$ cat config.mk
export PLATFORM = sky130hd
export DESIGN_NAME = pbe_port_b_e
export DESIGN_NICKNAME = d
export VERILOG_FILES = /design/src/verilog/pbe_pkg.sv /design/src/verilog/pbe_port_b_e.sv
export SDC_FILE = /design/constraint.sdc
export NUM_CORES = 1
export LEC_CHECK = 0
export ABC_CLOCK_PERIOD_IN_PS = 2000
export BUFFER_PORTS_ARGS = -buffer_cell sky130_fd_sc_hd__buf_2
export CORE_MARGIN = 2
export CORE_UTILIZATION = 29
export DETAILED_ROUTE_END_ITERATION = 10
export PLACE_DENSITY = 0.45
export SLEW_MARGIN = 20
export SYNTH_ARGS = -nofsm -noshare
export SYNTH_HDL_FRONTEND = slang
export SYNTH_SLANG_ARGS = --single-unit
$ cat constraint.sdc
create_clock -name SYS_CLK_I -period 2 [get_ports SYS_CLK_I]
set_input_delay 0.4 -clock SYS_CLK_I [delete_from_list [all_inputs] [get_ports SYS_CLK_I]]
set_output_delay 0.4 -clock SYS_CLK_I [all_outputs]
set_load 0.02 [all_outputs]
$ cat src/verilog/pbe_pkg.sv
`default_nettype none
package pbe_pkg;
	// Register indices (byte-wide registers at printed offsets)
	localparam logic [7:0] ADDR_PORT_B_VALUE = 8'h01;
	localparam logic [7:0] ADDR_PORT_B_DIRECTION = 8'h03;
	localparam logic [7:0] ADDR_PORT_E_VALUE = 8'h08;
	localparam logic [7:0] ADDR_PORT_E_DIRECTION = 8'h09;
	localparam logic [7:0] ADDR_PORT_E_FUNCTION_SELECT = 8'h0a;
	// Function-select field positions
	localparam int BIT_NO_BUS_ENABLE_PIN = 7;
	localparam int BIT_CLOCK_TEST_OUT_ENABLE = 6;
	localparam int BIT_QUEUE_STATUS_OUT_ENABLE = 5;
	localparam int BIT_NO_BUS_CLOCK_OUT = 4;
	localparam int BIT_BYTE_STROBE_ENABLE = 3;
	localparam int BIT_READ_WRITE_PIN_ENABLE = 2;
	localparam int BIT_TRIM_REFERENCE_ENABLE = 1;
	localparam int BIT_STROBE_KIND_SELECT = 0;
	// Mode-dependent reset values of the function-select register
	localparam logic [7:0] RST_SEL_NORMAL_EXPANDED = 8'h00;
	localparam logic [7:0] RST_SEL_SPECIAL = 8'h2c;
	localparam logic [7:0] RST_SEL_PERIPHERAL = 8'hd0;
	localparam logic [7:0] RST_SEL_NORMAL_SINGLE = 8'h90;
	localparam logic [7:0] RST_PORT = 8'h00;
	// Pins of port E that carry pull-ups: 7, 3, 2, 1, 0
	localparam logic [7:0] PULLUP_PIN_MASK = 8'h8f;
	// Operating modes, encoded as {special_n, mode_pin_high, mode_pin_low}
	typedef enum logic [2:0] {
		PBE_SPECIAL_SINGLE = 3'h0,
		PBE_SPECIAL_EXP_NARROW = 3'h1,
		PBE_PERIPHERAL = 3'h2,
		PBE_SPECIAL_EXP_WIDE = 3'h3,
		PBE_NORMAL_SINGLE = 3'h4,
		PBE_NORMAL_EXP_NARROW = 3'h5,
		PBE_RESERVED = 3'h6,
		PBE_NORMAL_EXP_WIDE = 3'h7
	} pbe_mode_t;
endpackage : pbe_pkg
`default_nettype wire

$ cat src/verilog/pbe_port_b_e.sv
// Behaviour
// - Port B I/O single-chip, else address/data bus
// - Port B registers unmapped in expanded/peripheral
// - Direction 0 input, 1 driven output
// - Port E pin alternate function or I/O
// - One bit enables pull-ups on port E input pins 7,3,2,1,0
// - Port E registers unmapped: peripheral, or expanded emulation
// - Port E pins 1,0 never driven, always readable
// - Alternate function overrides direction bit
// - Function-select reset value depends on mode
// - Special expanded resets with bus controls active
// - Normal single-chip resets all port E I/O
// - Peripheral: selector inaccessible, clock test set
// - No-bus-enable bit picks pin 7 function
// - Enable/queue bits write-once normal, skip-first special
// - Clock test bit: never normal, skip-first special
// - Queue status on pins 6,5 in expanded
// - No-bus-clock write rules by single-chip mode
// - Pin 4 bus clock, gated by stretch bit in single-chip
// - Bus clock pin input in peripheral mode
// - Emulation bit lets port E be rebuilt externally
// - Strobe and read/write enables on pins 3,2
// - Strobe-kind bit: bus enable or inverted clock
//
// The address-and-strobe port was decided locally.
`timescale 1ns/1ps
`default_nettype none
module pbe_port_b_e (
	input wire logic SYS_CLK_I,
	input wire logic NRST_I,
	input wire logic [2:0] MODE_I,
	input wire logic PORT_E_EMULATION_I,
	input wire logic IDLE_CLOCK_STRETCH_I,
	input wire logic PULLUP_ENABLE_I,
	input wire logic [7:0] REG_ADDR_I,
	input wire logic [7:0] REG_WDATA_I,
	input wire logic REG_WR_I,
	input wire logic REG_RD_I,
	output logic [7:0] REG_RDATA_O,
	output logic REG_EXTERNAL_O,
	input wire logic [7:0] BUS_ADDR_LO_I,
	input wire logic [7:0] BUS_DATA_LO_I,
	input wire logic BUS_ADDR_PHASE_I,
	input wire logic BUS_DATA_DRIVE_I,
	input wire logic DATA_BUS_ENABLE_N_I,
	input wire logic BUS_CLOCK_I,
	input wire logic LOW_BYTE_STROBE_N_I,
	input wire logic READ_WRITE_I,
	input wire logic QUEUE_STATUS_HI_I,
	input wire logic QUEUE_STATUS_LO_I,
	input wire logic CLOCK_TEST_SIGNAL_I,
	input wire logic TRIM_REFERENCE_I,
	input wire logic [7:0] PORT_B_PIN_I,
	output logic [7:0] PORT_B_PIN_O,
	output logic [7:0] PORT_B_PIN_OE_O,
	input wire logic [7:0] PORT_E_PIN_I,
	output logic [7:0] PORT_E_PIN_O,
	output logic [7:0] PORT_E_PIN_OE_O,
	output logic [7:0] PORT_E_PULLUP_O,
	output logic BUS_CLOCK_IN_O
);
	// =========================================
	// Mode decode
	pbe_pkg::pbe_mode_t mode;
	logic special, single_chip, peripheral, expanded, normal_exp, exp_narrow;
	assign mode = pbe_pkg::pbe_mode_t'(MODE_I);
	assign special = ~MODE_I[2];
	assign single_chip = (MODE_I[1:0] == 2'h0);
	assign peripheral = (mode == pbe_pkg::PBE_PERIPHERAL);
	assign expanded = MODE_I[0];
	assign normal_exp = MODE_I[2] & MODE_I[0];
	assign exp_narrow = (MODE_I[1:0] == 2'h1);

	// =========================================
	// Pin synchronisers: three stages, change taken when stages two and three agree
	logic [7:0] pb_s1, pb_s2, pb_s3, pb_lvl;
	logic [7:0] pe_s1, pe_s2, pe_s3, pe_lvl;
	always_ff @(posedge SYS_CLK_I or negedge NRST_I) begin
		if (!NRST_I) begin
			pb_s1 <= 8'h00;
			pb_s2 <= 8'h00;
			pb_s3 <= 8'h00;
			pe_s1 <= 8'h00;
			pe_s2 <= 8'h00;
			pe_s3 <= 8'h00;
		end else begin
			pb_s1 <= PORT_B_PIN_I;
			pb_s2 <= pb_s1;
			pb_s3 <= pb_s2;
			pe_s1 <= PORT_E_PIN_I;
			pe_s2 <= pe_s1;
			pe_s3 <= pe_s2;
		end
	end
	always_ff @(posedge SYS_CLK_I or negedge NRST_I) begin
		if (!NRST_I) begin
			pb_lvl <= 8'h00;
			pe_lvl <= 8'h00;
		end else begin
			pb_lvl <= (pb_s3 & ~(pb_s2 ^ pb_s3)) | (pb_lvl & (pb_s2 ^ pb_s3));
			pe_lvl <= (pe_s3 & ~(pe_s2 ^ pe_s3)) | (pe_lvl & (pe_s2 ^ pe_s3));
		end
	end

	// =========================================
	// Register file
	logic [7:0] pb_val, pb_dir, pe_val, pe_dir, sel;
	logic init_done, first_seen;
	logic pb_mapped, pe_mapped, sel_mapped;
	logic wr_pb_val, wr_pb_dir, wr_pe_val, wr_pe_dir, wr_sel;
	assign pb_mapped = single_chip;
	assign pe_mapped = ~peripheral & ~(expanded & PORT_E_EMULATION_I);
	assign sel_mapped = ~peripheral;
	assign wr_pb_val = REG_WR_I & pb_mapped & (REG_ADDR_I == pbe_pkg::ADDR_PORT_B_VALUE);
	assign wr_pb_dir = REG_WR_I & pb_mapped & (REG_ADDR_I == pbe_pkg::ADDR_PORT_B_DIRECTION);
	assign wr_pe_val = REG_WR_I & pe_mapped & (REG_ADDR_I == pbe_pkg::ADDR_PORT_E_VALUE);
	assign wr_pe_dir = REG_WR_I & pe_mapped & (REG_ADDR_I == pbe_pkg::ADDR_PORT_E_DIRECTION);
	assign wr_sel = REG_WR_I & sel_mapped &
		(REG_ADDR_I == pbe_pkg::ADDR_PORT_E_FUNCTION_SELECT);

	always_ff @(posedge SYS_CLK_I or negedge NRST_I) begin
		if (!NRST_I) begin
			pb_val <= pbe_pkg::RST_PORT;
			pb_dir <= pbe_pkg::RST_PORT;
			pe_val <= pbe_pkg::RST_PORT;
			pe_dir <= pbe_pkg::RST_PORT;
		end else begin
			if (wr_pb_val) pb_val <= REG_WDATA_I;
			if (wr_pb_dir) pb_dir <= REG_WDATA_I;
			if (wr_pe_val) pe_val <= REG_WDATA_I;
			if (wr_pe_dir) pe_dir <= REG_WDATA_I;
		end
	end

	// The reset value needs the mode, which is a port; it is loaded at the first edge
	// after release, since an async reset may only load constants.
	logic [7:0] sel_reset_value;
	always_comb begin
		case (mode)
			pbe_pkg::PBE_NORMAL_EXP_WIDE, pbe_pkg::PBE_NORMAL_EXP_NARROW:
				sel_reset_value = pbe_pkg::RST_SEL_NORMAL_EXPANDED;
			pbe_pkg::PBE_PERIPHERAL: sel_reset_value = pbe_pkg::RST_SEL_PERIPHERAL;
			pbe_pkg::PBE_NORMAL_SINGLE: sel_reset_value = pbe_pkg::RST_SEL_NORMAL_SINGLE;
			default: sel_reset_value = pbe_pkg::RST_SEL_SPECIAL;
		endcase
	end

	// Per-bit write permission of the function-select register
	logic [7:0] wmask;
	always_comb begin
		wmask = 8'h00;
		wmask[pbe_pkg::BIT_TRIM_REFERENCE_ENABLE] = 1'b1;
		if (special) begin
			// Skip-first bits take every write after the first one
			wmask[pbe_pkg::BIT_NO_BUS_ENABLE_PIN] = first_seen;
			wmask[pbe_pkg::BIT_STROBE_KIND_SELECT] = first_seen;
			wmask[pbe_pkg::BIT_QUEUE_STATUS_OUT_ENABLE] = first_seen;
			wmask[pbe_pkg::BIT_BYTE_STROBE_ENABLE] = first_seen;
			wmask[pbe_pkg::BIT_READ_WRITE_PIN_ENABLE] = first_seen;
			wmask[pbe_pkg::BIT_CLOCK_TEST_OUT_ENABLE] = first_seen;
		end else begin
			wmask[pbe_pkg::BIT_NO_BUS_ENABLE_PIN] = ~first_seen;
			wmask[pbe_pkg::BIT_STROBE_KIND_SELECT] = ~first_seen;
			wmask[pbe_pkg::BIT_QUEUE_STATUS_OUT_ENABLE] = ~first_seen;
			wmask[pbe_pkg::BIT_BYTE_STROBE_ENABLE] = ~first_seen;
			wmask[pbe_pkg::BIT_READ_WRITE_PIN_ENABLE] = ~first_seen;
		end
		if (mode == pbe_pkg::PBE_SPECIAL_SINGLE) begin
			wmask[pbe_pkg::BIT_NO_BUS_CLOCK_OUT] = 1'b1;
		end else if (mode == pbe_pkg::PBE_NORMAL_SINGLE) begin
			wmask[pbe_pkg::BIT_NO_BUS_CLOCK_OUT] = ~first_seen;
		end
	end

	always_ff @(posedge SYS_CLK_I or negedge NRST_I) begin
		if (!NRST_I) begin
			sel <= pbe_pkg::RST_SEL_NORMAL_EXPANDED;
			init_done <= 1'b0;
			first_seen <= 1'b0;
		end else if (!init_done) begin
			sel <= sel_reset_value;
			init_done <= 1'b1;
		end else if (wr_sel) begin
			sel <= (sel & ~wmask) | (REG_WDATA_I & wmask);
			first_seen <= 1'b1;
		end
	end

	// =========================================
	// Pin function selection
	logic pe7_bus, pe7_trim, pe6_queue, pe6_test, pe5_queue, pe4_clk, pe3_strobe, pe2_rw;
	assign pe7_bus = expanded & ~sel[pbe_pkg::BIT_NO_BUS_ENABLE_PIN];
	assign pe7_trim = ~pe7_bus & sel[pbe_pkg::BIT_TRIM_REFERENCE_ENABLE];
	assign pe6_queue = expanded & sel[pbe_pkg::BIT_QUEUE_STATUS_OUT_ENABLE];
	assign pe6_test = ~pe6_queue & sel[pbe_pkg::BIT_CLOCK_TEST_OUT_ENABLE] &
		~single_chip & ~normal_exp;
	assign pe5_queue = pe6_queue;
	assign pe4_clk = ~sel[pbe_pkg::BIT_NO_BUS_CLOCK_OUT] &
		(~single_chip | ~IDLE_CLOCK_STRETCH_I);
	assign pe3_strobe = sel[pbe_pkg::BIT_BYTE_STROBE_ENABLE] & ~single_chip &
		~(normal_exp & exp_narrow);
	assign pe2_rw = sel[pbe_pkg::BIT_READ_WRITE_PIN_ENABLE] & ~single_chip;

	logic [7:0] pe_alt, pe_alt_out, pe_alt_in;
	always_comb begin
		pe_alt = {pe7_bus | pe7_trim, pe6_queue | pe6_test, pe5_queue, pe4_clk,
			pe3_strobe, pe2_rw, 2'h0};
		pe_alt_in = 8'h00;
		pe_alt_in[4] = pe4_clk & peripheral;
		pe_alt_out = 8'h00;
		if (pe7_bus) begin
			pe_alt_out[7] = sel[pbe_pkg::BIT_STROBE_KIND_SELECT] ? ~BUS_CLOCK_I :
				DATA_BUS_ENABLE_N_I;
		end else begin
			pe_alt_out[7] = TRIM_REFERENCE_I;
		end
		pe_alt_out[6] = pe6_queue ? QUEUE_STATUS_HI_I : CLOCK_TEST_SIGNAL_I;
		pe_alt_out[5] = QUEUE_STATUS_LO_I;
		pe_alt_out[4] = BUS_CLOCK_I;
		pe_alt_out[3] = LOW_BYTE_STROBE_N_I;
		pe_alt_out[2] = READ_WRITE_I;
		pe_alt_out[1:0] = 2'h0;
	end

	// Effective output enables: alternate function fixes direction, pins 1,0 input only
	logic [7:0] pe_oe, pb_oe;
	assign pe_oe = ((pe_alt & ~pe_alt_in) | (~pe_alt & pe_dir)) & 8'hfc;
	assign pb_oe = single_chip ? pb_dir : 8'h00;

	// =========================================
	// Pin drivers (registered)
	always_ff @(posedge SYS_CLK_I or negedge NRST_I) begin
		if (!NRST_I) begin
			PORT_B_PIN_O <= 8'h00;
			PORT_B_PIN_OE_O <= 8'h00;
		end else if (single_chip) begin
			PORT_B_PIN_O <= pb_val;
			PORT_B_PIN_OE_O <= pb_oe;
		end else if (BUS_ADDR_PHASE_I) begin
			PORT_B_PIN_O <= BUS_ADDR_LO_I;
			PORT_B_PIN_OE_O <= 8'hff;
		end else if (exp_narrow) begin
			// Narrow bus keeps the low address on port B during the data phase
			PORT_B_PIN_O <= BUS_ADDR_LO_I;
			PORT_B_PIN_OE_O <= 8'hff;
		end else begin
			PORT_B_PIN_O <= BUS_DATA_LO_I;
			PORT_B_PIN_OE_O <= {8{BUS_DATA_DRIVE_I}};
		end
	end

	always_ff @(posedge SYS_CLK_I or negedge NRST_I) begin
		if (!NRST_I) begin
			PORT_E_PIN_O <= 8'h00;
			PORT_E_PIN_OE_O <= 8'h00;
			PORT_E_PULLUP_O <= 8'h00;
			BUS_CLOCK_IN_O <= 1'b0;
		end else begin
			PORT_E_PIN_O <= (pe_alt & pe_alt_out) | (~pe_alt & pe_val);
			PORT_E_PIN_OE_O <= pe_oe;
			PORT_E_PULLUP_O <= {8{PULLUP_ENABLE_I}} & ~pe_oe & pbe_pkg::PULLUP_PIN_MASK;
			BUS_CLOCK_IN_O <= pe_lvl[4];
		end
	end

	// =========================================
	// Read path: one cycle latency, unmapped reads return zero; all but the selector flag external
	logic [7:0] next_rdata;
	logic next_external;
	always_comb begin
		next_rdata = 8'h00;
		next_external = 1'b0;
		case (REG_ADDR_I)
			pbe_pkg::ADDR_PORT_B_VALUE: begin
				if (pb_mapped) next_rdata = (pb_dir & pb_val) | (~pb_dir & pb_lvl);
				else next_external = 1'b1;
			end
			pbe_pkg::ADDR_PORT_B_DIRECTION: begin
				if (pb_mapped) next_rdata = pb_dir;
				else next_external = 1'b1;
			end
			pbe_pkg::ADDR_PORT_E_VALUE: begin
				if (pe_mapped) next_rdata = (pe_oe & pe_val) | (~pe_oe & pe_lvl);
				else next_external = 1'b1;
			end
			pbe_pkg::ADDR_PORT_E_DIRECTION: begin
				if (pe_mapped) next_rdata = pe_dir;
				else next_external = 1'b1;
			end
			pbe_pkg::ADDR_PORT_E_FUNCTION_SELECT: begin
				if (sel_mapped) next_rdata = sel;
			end
			default: next_rdata = 8'h00;
		endcase
	end

	always_ff @(posedge SYS_CLK_I or negedge NRST_I) begin
		if (!NRST_I) begin
			REG_RDATA_O <= 8'h00;
			REG_EXTERNAL_O <= 1'b0;
		end else begin
			REG_RDATA_O <= REG_RD_I ? next_rdata : 8'h00;
			REG_EXTERNAL_O <= (REG_RD_I | REG_WR_I) & next_external;
		end
	end

	// Alternate functions own their pins whatever the direction register holds
	logic [7:0] alt_drive;
	assign alt_drive = pe_alt & ~pe_alt_in & 8'hfc;
endmodule : pbe_port_b_e
`default_nettype wire

==> out/qor_table.md <==
| Item | Reported | Unit |
|---|---|---|
| Result of the run | finished, final reports clean | - |
| Cell type contributing the most total cell area after synthesis | dfrtp_1 | - |
| Final wirelength | 14400 | um |
| Series of cell instances along the critical path | buf_2, nor4bb_1, nand2_1, nor3_2, nand2_1, o221a_2 | - |
| Layout overhead on the synthesized area | 29.4 | % |
| ANT nets after route | 0 | - |
| Worst max-slew margin expressed relative to the limit | 0.526 | - |
| Routed via count | 3816 | - |
| I/O Buffers | 112 | - |
| Mean instance size in the synthesized netlist | 13.5 | sq um |
| GR Overflow Total | 0 | - |
| Cell count after synthesis | 431 | - |
| Fin cells | 851 | - |
| Number of instances in the placed design | 819 | - |
| Average detailed-routed wire length per instance | 16.9 | um |
| DRC viols | 0 | - |
| Final Slew Violations | 0 | - |
| Vias per cell | 4.48 | - |
| Final critical delay including setup and external delays | 1.71 | ns |
| Core Footprint | 19600 | sq um |
| Arrival @ worst endpoint | 2.01 | ns |
| Number of ports placed on the die boundary | 118 | - |
| Clock latency on the worst-skew pair | 0.42 | ns |
| Switching component of the power | 1.64 | mW |
| Hold_ws | 0.0823 | ns |
| Clock Sinks | 150 | - |
| Top post-synthesis cells by area | dfrtp_1, mux2_2, mux2i_1 | - |
| Switching fraction of total power | 0.221 | - |
| Most common cell type on the critical path | nand2_1 | - |
| Worst clock skew | 0.00731 | ns |
| Initial antenna violation count | 1 | - |
| Die outline area | 21200 | sq um |
| Worst Path Class, Setup | input port to register | - |
| Fraction of synthesis flops using an asynchronous set or reset pin | 1.00 | - |
| Critical path's slowest cell | nor4bb_1 | - |
| Fraction of synthesized cell area taken by the top area cell type | 0.645 | - |
| Detail Placement HPWL | 10500 | um |
| Violation count after the first detailed-route iteration | 215 | - |
| Count of instances resized after the clock tree is built | 0 | - |
| CP Launch Type | input port | - |
| Leading cell type by number of instances after synthesis | dfrtp_1 | - |
| Global-route wire length before repair | 22900 | um |
| Primary flip-flop cell chosen by synthesis mapping | dfrtp_1 | - |
| Static Leak | 3.58 | nW |
| Clock slew at the register clock pins of the worst setup and hold paths | 0.06 | ns |
| Antenna cell count | 0 | - |
| Cell row count | 51 | - |
| Delay of the slowest cell on the worst path | 0.48 | ns |
| Starting density of the core | 0.297 | - |
| Endpoint kind of the worst setup timing path | register | - |
| Count of maximum capacitance violations | 0 | - |
| Mapped cell area | 5820 | sq um |
| Classification of the worst-slack hold path | input port to register | - |
| Pin count of the biggest net entering global routing | 85 | - |
| Number of levels the H-tree was split into | 4 | - |
| Proportion of power drawn by flip-flops and latches | 0.443 | - |
| Internal Power | 5.78 | mW |
| Achievable frequency | 585 | MHz |
| Proportion of synthesized chip area in sequential cells | 0.645 | - |
| Number of fill cells | 1910 | - |
| Maximum resistive drop on vdd | 0.000544 | V |
| Count of state elements after synthesis | 150 | - |
| Hold violation count in the final report | 0 | - |
| Measured slew at the worst slew-check pin | 0.711 | ns |
| Vias in the first global route | 3986 | - |
| Total negative slack | 0 | ns |
| Number of warnings reported in the yosys synthesis log | 0 | - |
| Combinational group share of total power | 0.086 | - |
| Endpoints failing setup | 0 | - |
| Drt first pass iters | 4 | - |
| Clock power share | 0.471 | - |
| Clock tree from TritonCTS | built | - |
| Post-synth EDFFs | 0 | - |
| GPL Wtd Cong | 0.813 | - |
| Power density over cell area | 985 | nW/um^2 |
| Layout net count | 643 | - |
| Unrepaired setup endpoints after global routing | false | - |
| Worst EP required | 2.31 | ns |
| Total routing usage reported by global routing | 0.142 | - |
| Count of unique library cells instantiated by Yosys | 57 | - |
| Final clock period utilization by the worst path | 0.854 | - |
| Fraction of layout cells with a size suffix above 1 | 0.384 | - |
| Cell at the root of the clock tree | clkbuf_16 | - |
| Number of CTS-inserted buffers | 17 | - |
| Height of the die | 146 | um |
| Floorplan die width | 146 | um |
| Crit path max fanout | 8 | - |
| CTS max path bufs | 2 | - |
| Synth top cells by count | dfrtp_1, mux2_2, a21oi_1 | - |
## cell usage in the layout (no fill, tap or decap), types with 4 or more instances in the layout
cell type,instances
clkbuf_16,17
nor2_1,16
nor2b_1,17
o22ai_1,4
and2_1,4
mux2i_1,18
maj3_1,16
bufinv_16,5
nand2_1,16
buf_4,27
a21o_1,10
buf_2,111
a21oi_1,25
conb_1,6
o21ai_0,17
inv_1,4
dfrtp_1,150
a211oi_1,9
mux2_2,41
nand2b_1,7
## worst max-delay path: cells and delay by family
kind                   cells  cell delay [ns]
buffers and inverters      1             0.16
AO/OA/AOI/OAI              1             0.27
AND/OR/NAND/NOR            4             1.18
## worst paths after layout
check                                start  cells past startpoint               to  slack, ns
setup / recovery             REG_ADDR_I[3]                      6         register       0.29
hold / removal             PORT_B_PIN_I[0]                      1         pb_s1[0]       0.08
setup reg to reg                  register                      5   REG_RDATA_O[4]       0.38
hold reg to reg                   pe_s1[1]                      0         pe_s2[1]       0.35
max in group asynchronous           NRST_I                      3  PORT_B_PIN_O[0]       1.07
min in group asynchronous           NRST_I                      3         pb_s2[0]       0.53
## power groups by stage
stage	registers (mW)	clock network, mW	logic (mW)
global placement	3.34	0	0.648
global route	3.31	3.72	0.708
CTS	3.29	3.60	0.657
detailed placement	3.34	0	0.654
floorplan	3.39	0	0.270
finish	3.29	3.49	0.641
## per-layer routing
| metal | vias up | wire [um] | GRT usage |
|---|---|---|---|
| met3 | 16 | 739 | 0.0439 |
| li1 | 1811 | - | - |
| met2 | 106 | 6550 | 0.215 |
| met4 | 2 | 199 | 0.0431 |
| met5 | - | 13 | 0 |
| met1 | 1881 | 6910 | 0.198 |
## layout make-up
class | instances | area [sq um] | share of cell area
flip-flops and latches | 150 | 3750 | 0.498
multi-input cells | 258 | 1950 | 0.258
repair buffers | 143 | 840 | 0.111
clock buffers | 23 | 478 | 0.0634
well taps | 265 | 332 | 0.0440
clock inverters | 8 | 170 | 0.0226
inverters | 4 | 15.0 | 0.00199
## per-stage QoR
stage	area [sq um]	utilization	total power, mW	setup slack, ns
floorplan	5840	-	3.67	0.106
global placement	6880	0.351	3.99	-0.0778
detailed placement	6880	0.351	4.00	-0.124
CTS	7530	0.385	7.55	0.302
global route	7530	0.385	7.74	0.139
finish	7530	0.385	7.42	0.291
## cell families (layout without fill, tap and decap cells)
family / after synthesis / in the layout / share of synthesized area
flip-flops: 150 / 150 / 0.645
AND/OR/NAND/NOR: 90 / 90 / 0.0933
AO/OA/AOI/OAI: 85 / 85 / 0.0958
multiplexers: 59 / 59 / 0.110
buffers and inverters: 27 / 178 / 0.0236
adder cells (fa/ha/maj): 17 / 17 / 0.0297
other: 2 / 6 / 0.00129
XOR/XNOR: 1 / 1 / 0.00150
## repair_timing
action / 4_1_cts / 5_1_grt
endpoints found under the setup margin: 0 / 0
endpoints found under the hold margin: 41 / 0
hold buffers: 1 / 0
setup buffers: 0 / 0
(Power assumes the default switching activity.)
